**config.mk**
```make
export PLATFORM = sky130hd
export DESIGN_NAME = memory_protection_unit_regs
export DESIGN_NICKNAME = d
export VERILOG_FILES = /design/src/rtl/mpu_regs_pkg.sv /design/src/rtl/region_if.sv /design/src/rtl/region_store.sv /design/src/rtl/memory_protection_unit_regs.sv
export SDC_FILE = /design/constraint.sdc
export NUM_CORES = 2
export LEC_CHECK = 0
export BUFFER_PORTS_ARGS = -buffer_cell sky130_fd_sc_hd__buf_2
export CAP_MARGIN = 10
export CORE_UTILIZATION = 50
export DETAILED_ROUTE_END_ITERATION = 7
export PLACE_DENSITY_LB_ADDON = 0.3
export SKIP_LAST_GASP = 1
export SLEW_MARGIN = 20
export SYNTH_ARGS = -nofsm -noshare
export SYNTH_HDL_FRONTEND = slang
export SYNTH_SLANG_ARGS = --single-unit
```
**constraint.sdc**
```tcl
create_clock -name clock -period 26 [get_ports clock]
set_input_delay 3.9 -clock clock [delete_from_list [all_inputs] [get_ports clock]]
set_output_delay 3.9 -clock clock [all_outputs]
set_load 0.1 [all_outputs]
```
**src/rtl/mpu_regs_pkg.sv**
```systemverilog
// Purpose: Shared constants and types of the memory protection register block
// Assumes: Eight regions, 32-bit core address space
// Notes: Offsets are byte offsets from the block's base
package mpu_regs_pkg;

  // ****************************************
  // Sizes
  // ****************************************
  localparam int REGION_COUNT = 8;
  localparam int IDX_W = 3;

  // ****************************************
  // Register offsets and reset values
  // ****************************************
  localparam logic [7:0] OFS_CONTROL = 8'h04;
  localparam logic [7:0] OFS_SELECT = 8'h08;
  localparam logic [7:0] OFS_BASE = 8'h0c;
  localparam logic [7:0] OFS_ATTR = 8'h10;
  localparam logic [2:0] CONTROL_RESET = 3'h0;
  localparam logic [7:0] SELECT_RESET = 8'h00;
  localparam logic [26:0] BASE_RESET = 27'h0000000;
  localparam logic [31:0] ATTR_RESET = 32'h00000000;

  // ****************************************
  // Field positions
  // ****************************************
  localparam int CTRL_ENABLE_BIT = 0;
  localparam int CTRL_HANDLER_BIT = 1;
  localparam int CTRL_BG_BIT = 2;
  localparam int BASE_VALID_BIT = 4;
  localparam int BASE_REGION_LSB = 0;
  localparam int BASE_ADDR_LSB = 5;
  localparam int ATTR_XN_BIT = 28;
  localparam int ATTR_AP_LSB = 24;
  localparam int ATTR_TEX_LSB = 19;
  localparam int ATTR_SRD_LSB = 8;
  localparam int ATTR_SIZE_LSB = 1;
  localparam int ATTR_EN_BIT = 0;
  localparam int ATTR_MEM_LSB = 16;
  localparam logic [31:0] ATTR_WRITE_MASK = 32'h1f3fff3f;

  // ****************************************
  // Sizes, permissions, address map
  // ****************************************
  localparam logic [4:0] SIZE_FULL_MAP = 5'h1f;
  localparam logic [4:0] SIZE_SUBREGION_MIN = 5'h07;
  localparam logic [2:0] AP_NONE = 3'h0;
  localparam logic [2:0] AP_PRIV_RW = 3'h1;
  localparam logic [2:0] AP_USER_RO = 3'h2;
  localparam logic [2:0] AP_FULL = 3'h3;
  localparam logic [2:0] AP_PRIV_RO = 3'h5;
  localparam logic [2:0] AP_RO_ALL = 3'h6;
  localparam logic [2:0] AP_RO_ALL_B = 3'h7;
  localparam logic [31:0] SCS_FIRST = 32'he000e000;
  localparam logic [31:0] SCS_LAST = 32'he000efff;
  localparam logic [5:0] DEFAULT_MEM_ATTR = 6'h00;

  typedef enum logic [0:0] {
    PORT_IDLE = 1'b0,
    PORT_WAIT = 1'b1
  } port_state_t;

endpackage

```
**src/rtl/region_if.sv**
```systemverilog
// Purpose: Carries region table writes, reads and contents between modules
// Assumes: One writer per cycle
// Notes: Flat entry arrays feed the parallel address check
interface region_if;
  import mpu_regs_pkg::*;
  logic [IDX_W-1:0] wr_idx;
  logic wr_base_en;
  logic [26:0] wr_base;
  logic [3:0] wr_attr_be;
  logic [31:0] wr_attr;
  logic [IDX_W-1:0] rd_idx;
  logic [26:0] rd_base;
  logic [31:0] rd_attr;
  logic [26:0] base [REGION_COUNT];
  logic [31:0] attr [REGION_COUNT];

  modport store (
    input wr_idx, wr_base_en, wr_base, wr_attr_be, wr_attr, rd_idx,
    output rd_base, rd_attr, base, attr
  );
  modport user (
    output wr_idx, wr_base_en, wr_base, wr_attr_be, wr_attr, rd_idx,
    input rd_base, rd_attr, base, attr
  );
endinterface

```
**src/rtl/region_store.sv**
```systemverilog
// Purpose: Region table: base and attribute/size word per region
// Assumes: Writes already decoded by the register port
// Notes: Read data is registered; reserved attribute bits never store
module region_store
  import mpu_regs_pkg::*;
(
  input wire logic clock,
  input wire logic rst,
  region_if.store rif
);

  // ****************************************
  // Entries
  // ****************************************
  for (genvar i = 0; i < REGION_COUNT; i++) begin : g_entry
    logic [26:0] base_q;
    logic [31:0] attr_q;
    logic [26:0] next_base;
    logic [31:0] next_attr;
    logic sel;

    assign sel = (rif.wr_idx == IDX_W'(i));

    always_comb begin
      next_base = base_q;
      next_attr = attr_q;
      if (sel && rif.wr_base_en) begin
        next_base = rif.wr_base;
      end
      for (int b = 0; b < 4; b++) begin
        // Byte lanes let software touch one halfword of attributes
        if (sel && rif.wr_attr_be[b]) begin
          next_attr[8*b +: 8] = rif.wr_attr[8*b +: 8] & ATTR_WRITE_MASK[8*b +: 8];
        end
      end
    end

    always_ff @(posedge clock or posedge rst) begin
      if (rst) begin
        base_q <= BASE_RESET;
        attr_q <= ATTR_RESET;
      end else begin
        base_q <= next_base;
        attr_q <= next_attr;
      end
    end

    assign rif.base[i] = base_q;
    assign rif.attr[i] = attr_q;
  end

  // ****************************************
  // Read port
  // ****************************************
  logic [26:0] next_rd_base;
  logic [31:0] next_rd_attr;

  always_comb begin
    next_rd_base = rif.base[rif.rd_idx];
    next_rd_attr = rif.attr[rif.rd_idx];
  end

  always_ff @(posedge clock or posedge rst) begin
    if (rst) begin
      rif.rd_base <= BASE_RESET;
      rif.rd_attr <= ATTR_RESET;
    end else begin
      rif.rd_base <= next_rd_base;
      rif.rd_attr <= next_rd_attr;
    end
  end

endmodule

```
**src/rtl/memory_protection_unit_regs.sv**
```systemverilog
// Purpose: Protection unit control, region programming and access check
// Assumes: Core drives one check request per cycle, synchronous inputs
// Notes: Check answer one cycle after request; register read answer two cycles
// Notes on behaviour
// - Unit disabled: default map applies to privileged and unprivileged accesses.
// - Background bit set: privileged miss uses default map, unprivileged miss faults.
// - Background bit clear: any non-vector access outside system control space missing all enabled regions faults.
// - Background acts as region -1; ignored while the unit is disabled.
// - System control space is always execute-never and strongly ordered.
// - Enabled unit always permits system control space data accesses and vector table accesses.
// - Priority -1/-2 handlers bypass protection unless handler protection bit set.
// - Region select names the entry that base and attribute registers reach.
// - Base write with valid bit copies region field into select, stores there.
// - Base write without valid bit keeps select and stores to selected region.
// - Base read shows valid as zero and region field from select.
// - Base field is bits 31:N; bits N-1:5 read as zero.
// - Size 4 GB region covers whole map from address zero.
// - Attribute/size register takes word or halfword writes by byte lanes.
// - Execute-never bit 28 blocks instruction fetches from the region.
// - Attribute fields stored at their positions; bits 23:22 read zero.
// - Each subregion-disable bit set removes its subregion from a region of size 7 or more.
// - Region size is two to the power size plus one bytes.
// - Permission code decides read and write rights per privilege.
// - Lowest subregion bit is first eighth; disabled part falls to others.
module memory_protection_unit_regs
  import mpu_regs_pkg::*;
(
  input wire logic clock,
  input wire logic rst,
  input wire logic reg_valid,
  input wire logic reg_write,
  input wire logic [7:0] reg_addr,
  input wire logic [3:0] reg_byte_en,
  input wire logic [31:0] reg_wdata,
  output logic reg_ready,
  output logic reg_rvalid,
  output logic [31:0] reg_rdata,
  input wire logic chk_valid,
  input wire logic [31:0] chk_addr,
  input wire logic chk_priv,
  input wire logic chk_write,
  input wire logic chk_fetch,
  input wire logic chk_vector,
  input wire logic chk_handler_neg,
  output logic chk_done,
  output logic chk_fault,
  output logic chk_strong,
  output logic [5:0] chk_mem_attr
);

  region_if rif ();

  region_store u_store (
    .clock(clock),
    .rst(rst),
    .rif(rif)
  );

  function automatic logic [31:0] size_mask(input logic [4:0] sz);
    if (sz == SIZE_FULL_MAP) begin
      size_mask = 32'h00000000;
    end else begin
      size_mask = 32'hffffffff << (6'(sz) + 6'h01);
    end
  endfunction

  function automatic logic perm_ok(input logic [2:0] ap, input logic priv, input logic wr);
    case (ap)
      AP_PRIV_RW: perm_ok = priv;
      AP_USER_RO: perm_ok = priv || !wr;
      AP_FULL: perm_ok = 1'b1;
      AP_PRIV_RO: perm_ok = priv && !wr;
      AP_RO_ALL, AP_RO_ALL_B: perm_ok = !wr;
      default: perm_ok = 1'b0;
    endcase
  endfunction

  // ****************************************
  // Register port
  // ****************************************
  port_state_t state, next_state;
  logic [2:0] ctrl, next_ctrl;
  logic [7:0] region_select, next_region_select;
  logic [7:0] pend_addr, next_pend_addr;
  logic [31:0] next_rdata;
  logic next_rvalid;
  logic take, wr_take;

  assign reg_ready = (state == PORT_IDLE);
  assign take = reg_valid && reg_ready;
  assign wr_take = take && reg_write;
  assign rif.rd_idx = region_select[IDX_W-1:0];

  always_comb begin
    next_state = state;
    next_ctrl = ctrl;
    next_region_select = region_select;
    next_pend_addr = pend_addr;
    next_rvalid = 1'b0;
    next_rdata = reg_rdata;
    rif.wr_idx = region_select[IDX_W-1:0];
    rif.wr_base_en = 1'b0;
    rif.wr_base = reg_wdata[31:BASE_ADDR_LSB];
    rif.wr_attr_be = 4'h0;
    rif.wr_attr = reg_wdata;
    case (state)
      PORT_IDLE: begin
        if (take && !reg_write) begin
          // Table read data lags select by one edge, so wait a cycle
          next_state = PORT_WAIT;
          next_pend_addr = reg_addr;
        end
        if (wr_take) begin
          case (reg_addr)
            OFS_CONTROL: next_ctrl = reg_wdata[2:0];
            OFS_SELECT: next_region_select = reg_wdata[7:0];
            OFS_BASE: begin
              rif.wr_base_en = 1'b1;
              if (reg_wdata[BASE_VALID_BIT]) begin
                next_region_select = {4'h0, reg_wdata[BASE_REGION_LSB +: 4]};
                rif.wr_idx = reg_wdata[BASE_REGION_LSB +: IDX_W];
              end
            end
            OFS_ATTR: rif.wr_attr_be = reg_byte_en;
            default: next_ctrl = ctrl;
          endcase
        end
      end
      PORT_WAIT: begin
        next_state = PORT_IDLE;
        next_rvalid = 1'b1;
        case (pend_addr)
          OFS_CONTROL: next_rdata = {29'h0, ctrl};
          OFS_SELECT: next_rdata = {24'h0, region_select};
          OFS_BASE: begin
            next_rdata = {rif.rd_base, 5'h00} & size_mask(rif.rd_attr[ATTR_SIZE_LSB +: 5]);
            next_rdata[3:0] = region_select[3:0];
          end
          OFS_ATTR: next_rdata = rif.rd_attr;
          default: next_rdata = 32'h00000000;
        endcase
      end
      default: next_state = PORT_IDLE;
    endcase
  end

  always_ff @(posedge clock or posedge rst) begin
    if (rst) begin
      state <= PORT_IDLE;
      ctrl <= CONTROL_RESET;
      region_select <= SELECT_RESET;
      pend_addr <= 8'h00;
      reg_rvalid <= 1'b0;
      reg_rdata <= 32'h00000000;
    end else begin
      state <= next_state;
      ctrl <= next_ctrl;
      region_select <= next_region_select;
      pend_addr <= next_pend_addr;
      reg_rvalid <= next_rvalid;
      reg_rdata <= next_rdata;
    end
  end

  // ****************************************
  // Region match
  // ****************************************
  logic [REGION_COUNT-1:0] region_hit;

  for (genvar i = 0; i < REGION_COUNT; i++) begin : g_hit
    logic [4:0] sz;
    logic [2:0] sub;
    logic in_range;
    assign sz = rif.attr[i][ATTR_SIZE_LSB +: 5];
    assign sub = 3'((chk_addr >> (sz - 5'd2)) & 32'h7);
    assign in_range = ((chk_addr ^ {rif.base[i], 5'h00}) & size_mask(sz)) == 32'h0;
    assign region_hit[i] = rif.attr[i][ATTR_EN_BIT] && in_range &&
      !((sz >= SIZE_SUBREGION_MIN) && rif.attr[i][ATTR_SRD_LSB + 32'(sub)]);
  end

  logic any_hit;
  logic [IDX_W-1:0] win_idx;
  logic [31:0] win_attr;

  always_comb begin
    any_hit = 1'b0;
    win_idx = '0;
    for (int i = 0; i < REGION_COUNT; i++) begin
      if (region_hit[i]) begin
        any_hit = 1'b1;
        win_idx = IDX_W'(i);
      end
    end
    win_attr = rif.attr[win_idx];
  end

  // ****************************************
  // Access decision
  // ****************************************
  logic in_scs, active;
  logic next_done, next_fault, next_strong;
  logic [5:0] next_mem_attr;

  assign in_scs = (chk_addr >= SCS_FIRST) && (chk_addr <= SCS_LAST);
  assign active = ctrl[CTRL_ENABLE_BIT] && !(chk_handler_neg && !ctrl[CTRL_HANDLER_BIT]);

  always_comb begin
    next_done = chk_valid;
    next_fault = 1'b0;
    next_strong = 1'b0;
    next_mem_attr = DEFAULT_MEM_ATTR;
    if (chk_valid) begin
      if (in_scs) begin
        next_fault = chk_fetch;
        next_strong = 1'b1;
      end else if (!active) begin
        next_fault = 1'b0;
      end else if (chk_vector) begin
        next_fault = 1'b0;
      end else if (any_hit) begin
        next_mem_attr = win_attr[ATTR_MEM_LSB +: 6];
        next_fault = !perm_ok(win_attr[ATTR_AP_LSB +: 3], chk_priv, chk_write) ||
          (chk_fetch && win_attr[ATTR_XN_BIT]);
      end else if (ctrl[CTRL_BG_BIT]) begin
        next_fault = !chk_priv;
      end else begin
        next_fault = 1'b1;
      end
    end
  end

  always_ff @(posedge clock or posedge rst) begin
    if (rst) begin
      chk_done <= 1'b0;
      chk_fault <= 1'b0;
      chk_strong <= 1'b0;
      chk_mem_attr <= DEFAULT_MEM_ATTR;
    end else begin
      chk_done <= next_done;
      chk_fault <= next_fault;
      chk_strong <= next_strong;
      chk_mem_attr <= next_mem_attr;
    end
  end
endmodule

```
==> flow_summary.yaml <==
worst_setup_path:
  worstSetupStartpoint: "chk_addr[16]"
  worstSetupStartpointType: "input port"
  crit_required_ns: 26.48
  reg2regPathDepth: 14
  slowest_stage: "buf_2"
  rr_endpoint: "chk_fault"
  end_kind: "flip-flop"
  critPathMaxStageDelay_ns: 0.82
  cpMostUsedCell: "mux4_2"
  reg2reg_slack_ns: 19.10
  path_cells: "buf_2 > mux4_2 > mux4_2 > nor2_1 > a31oi_1 > mux2i_1 > mux2i_1 > o31a_1 > a21oi_1 > a21boi_4 > nor2_2 > mux4_2 > a2111oi_2 > a22oi_1"
  crit_type: "input port to flip-flop"
  reg2reg_from: "u_store.g_entry[1].attr_q[2]"
  cp.arrival_ns: 9.50
  cp_max_fo: 33
logic_synthesis:
  ys_types: 86
  syn_nets: 3227
  ys.flop_type: "dfrtp_1"
  synth_seq_cells: 530
  async_flop_share_pct: 100
  avgSynthCellArea_um2: 11.9
  syn_inst: 3083
  synth_edf_count: 0
  synth_warnings: 0
  synthesis.area_um2: 36600
  synth_seq_area_share_pct: 36.2
sta:
  finalSetupViolCount: 0
  finalHoldViolations: 0
  holdWs_ns: 0.482
  worst_pin_slew_ns: 1.28
  finalCritPeriodShare_pct: 34.7
  clock_skew_ns: 0.0348
  layout_min_cycle_time_ns: 9.02
  max_freq_mhz: 111
  drv_slew: 0
  rsz0062_at_grt: "false"
  tns_ns: 0
  max-slew-margin-rel_pct: 14.5
floorplanning:
  fp.dieArea_um2: 74300
  die_h_um: 273
  fp.dieW_um: 273
  start_util_pct: 50.8
  rows: 98
  io-pin-count: 129
  core_um2: 72000
placement:
  place.gp.congestion: 1.04
  port_buffers: 128
  placed_cells: 3950
  hpwl_mm: 103
finish:
  drive_above_1_share_pct: 35.3
  final_common_cell: "dfrtp_1"
  multi_input_area_um2: 22100
  syn2layout_area_growth_pct: 9.14
  nets: 3204
  final_core_util_pct: 55.5
  regArea_um2: 13300
  mostFrequentLayoutCells: "dfrtp_1 (527), mux2_2 (484), mux4_2 (286)"
  fillers: 6000
  finalNonFillerCells: 4059
clock_network:
  ctsResizeCount: 0
  clk_pin_slew_ns: 0.06
  htree_levels: 2
  numCtsBuffers: 57
  cts_tree: "yes"
  cts.sinks: 530
  ctsHoldBuffers: 0
  clock_path_buffers: 3
  cts_post_setup_buffers_inserted: 0
  cts_root_buf: "clkbuf_16"
  clk_latency_ns: 0.65
global_route:
  track_usage_pct: 38.5
  grt_overflow: 0
  grt_pass1_wl_mm: 208
  antenna_found_initial: 4
  grt_pass1_vias: 28321
  grt_max_degree: 191
pwr:
  p_comb_share_pct: 10.2
  power.share.sequential_pct: 44.0
  p_switching_uw: 496
  p_per_area_nw_per_um2: 47.8
  irDropWorstVdd_v: 0.0000581
  p_int_mw: 1.41
  p_sw_share_pct: 26.0
  leakagePower_nw: 17.5
  p_clk_share_pct: 45.8
run_status:
  status: "complete, no violations"
routing:
  wl_met1_mm: 55.5
  first_pass_iters: 6
  drt-initial-drc-count: 4203
  vias: 28933
  highest_layer: "met5"
  vias_per_cell: 7.13
  wl_met3_mm: 16.9
  ant_nets: 0
  drt_wl_total_mm: 143
  wl_met2_mm: 62.4
  remaining_drc_errors: 0
  wl_per_cell_um: 35.3
min_path:
  holdPathStages: 1
  hold_path_end: "reg_rdata[5]"
  hp-class: "flip-flop to flip-flop"
  hp-start: "reg_rdata[5]"
job:
  maxCapViolCount: 0
-- sequential cells by signal, indices dropped and copies added (netlist names), 3 cells and up --
register and cells:
chk_mem_attr 6, region_select 8, u_store.g_entry.base_q 216, ctrl 3, u_store.rif.rd_base 27, u_store.g_entry.attr_q 200, pend_addr 8, reg_rdata 32
u_store.rif.rd_attr 25
-- Yosys cell counts, drive strengths merged (7+ instances only) --
cell type  count  area, um^2
and2          18         113
and3          25         156
nor2b         17         106
mux2         484        5450
a21boi         8        75.1
a211oi        23         178
mux4         286        6440
a22o          11        96.3
o221ai         7        61.3
mux2i        114        1140
a311oi         9        78.8
o22ai          9        56.3
nand4         14        87.6
a32oi         21         184
inv           57         214
o2bb2ai       31         272
o31ai         20         155
o21ai        114         571
a31oi         31         194
nand2b        21         131
xnor2        135        1180
nor4          17         121
clkbuf       209         785
dfrtp        530       13300
nor3          37         185
a22oi         22         165
buf           65         294
ha            58         726
o311ai         9        78.8
nand3         42         215
a41oi          8        70.1
a21oi         90         450
maj3           9        90.1
o211ai        14         105
a211o          7        61.3
a2111oi       11         103
a221oi         8        70.1
nor2         102         385
nand2        179         672
o2111ai       10        87.6
xor2         120        1060
-- power groups by stage --
stage,logic (mW),clock network [mW],registers [mW]
after floorplan,0.117,0,0.853
after global placement,0.186,0,0.854
after detailed placement,0.188,0,0.855
after CTS,0.189,0.886,0.840
after global routing,0.202,0.919,0.840
final,0.195,0.874,0.840
-- metal layers --
layer / up-vias / track usage (%)
met5: - / 0
met4: 6 / 18.2
met3: 370 / 10.8
met2: 1933 / 56.8
met1: 14985 / 52.7
li1: 11639 / -
-- through the flow --
step	instance area, um^2	total power [mW]	setup WS [ns]
3_5_place_dp	37900	1.04	16.58
5_1_grt	39900	1.96	17.00
2_1_floorplan	36600	0.970	7.29
6_report	39900	1.91	16.98
4_1_cts	39900	1.91	17.18
3_3_place_gp	37900	1.04	16.69
-- critical path: cells and delay by family --
family,cells,cell delay [ns]
muxes,5,1.71
AOI/OAI and AO/OA,6,2.27
and+or+nand+nor,2,0.78
buffers and inverters,1,0.82
-- cell families (layout without fill, tap and decap cells) --
| group | after synthesis | count (layout) | synth area share, % |
|---|---|---|---|
| XOR/XNOR | 255 | 255 | 6.12 |
| flip-flops | 530 | 530 | 36.2 |
| AO/OA/AOI/OAI | 506 | 506 | 9.57 |
| other | 0 | 2 | 0 |
| AND/OR/NAND/NOR | 507 | 507 | 6.67 |
| buffers and inverters | 334 | 358 | 3.56 |
| adder cells (fa/ha/maj) | 67 | 67 | 2.23 |
| multiplexers | 884 | 884 | 35.6 |
-- how the worst max path moves through the flow --
stage                            to
after floorplan            chk_done
after global placement    chk_fault
after detailed placement  chk_fault
after CTS                 chk_fault
after global routing      chk_fault
final                     chk_fault
-- area by class of cell --
class	instances	area share (%)
Multi-Input combinational cell	2219	55.2
Clock buffer	81	4.28
Antenna cell	2	0.0125
Timing Repair Buffer	192	2.90
Tap cell	950	2.98
Inverter	60	0.583
Clock inverter	25	0.811
Sequential cell	530	33.2
Note: power is estimated with default switching activity, not from simulation.
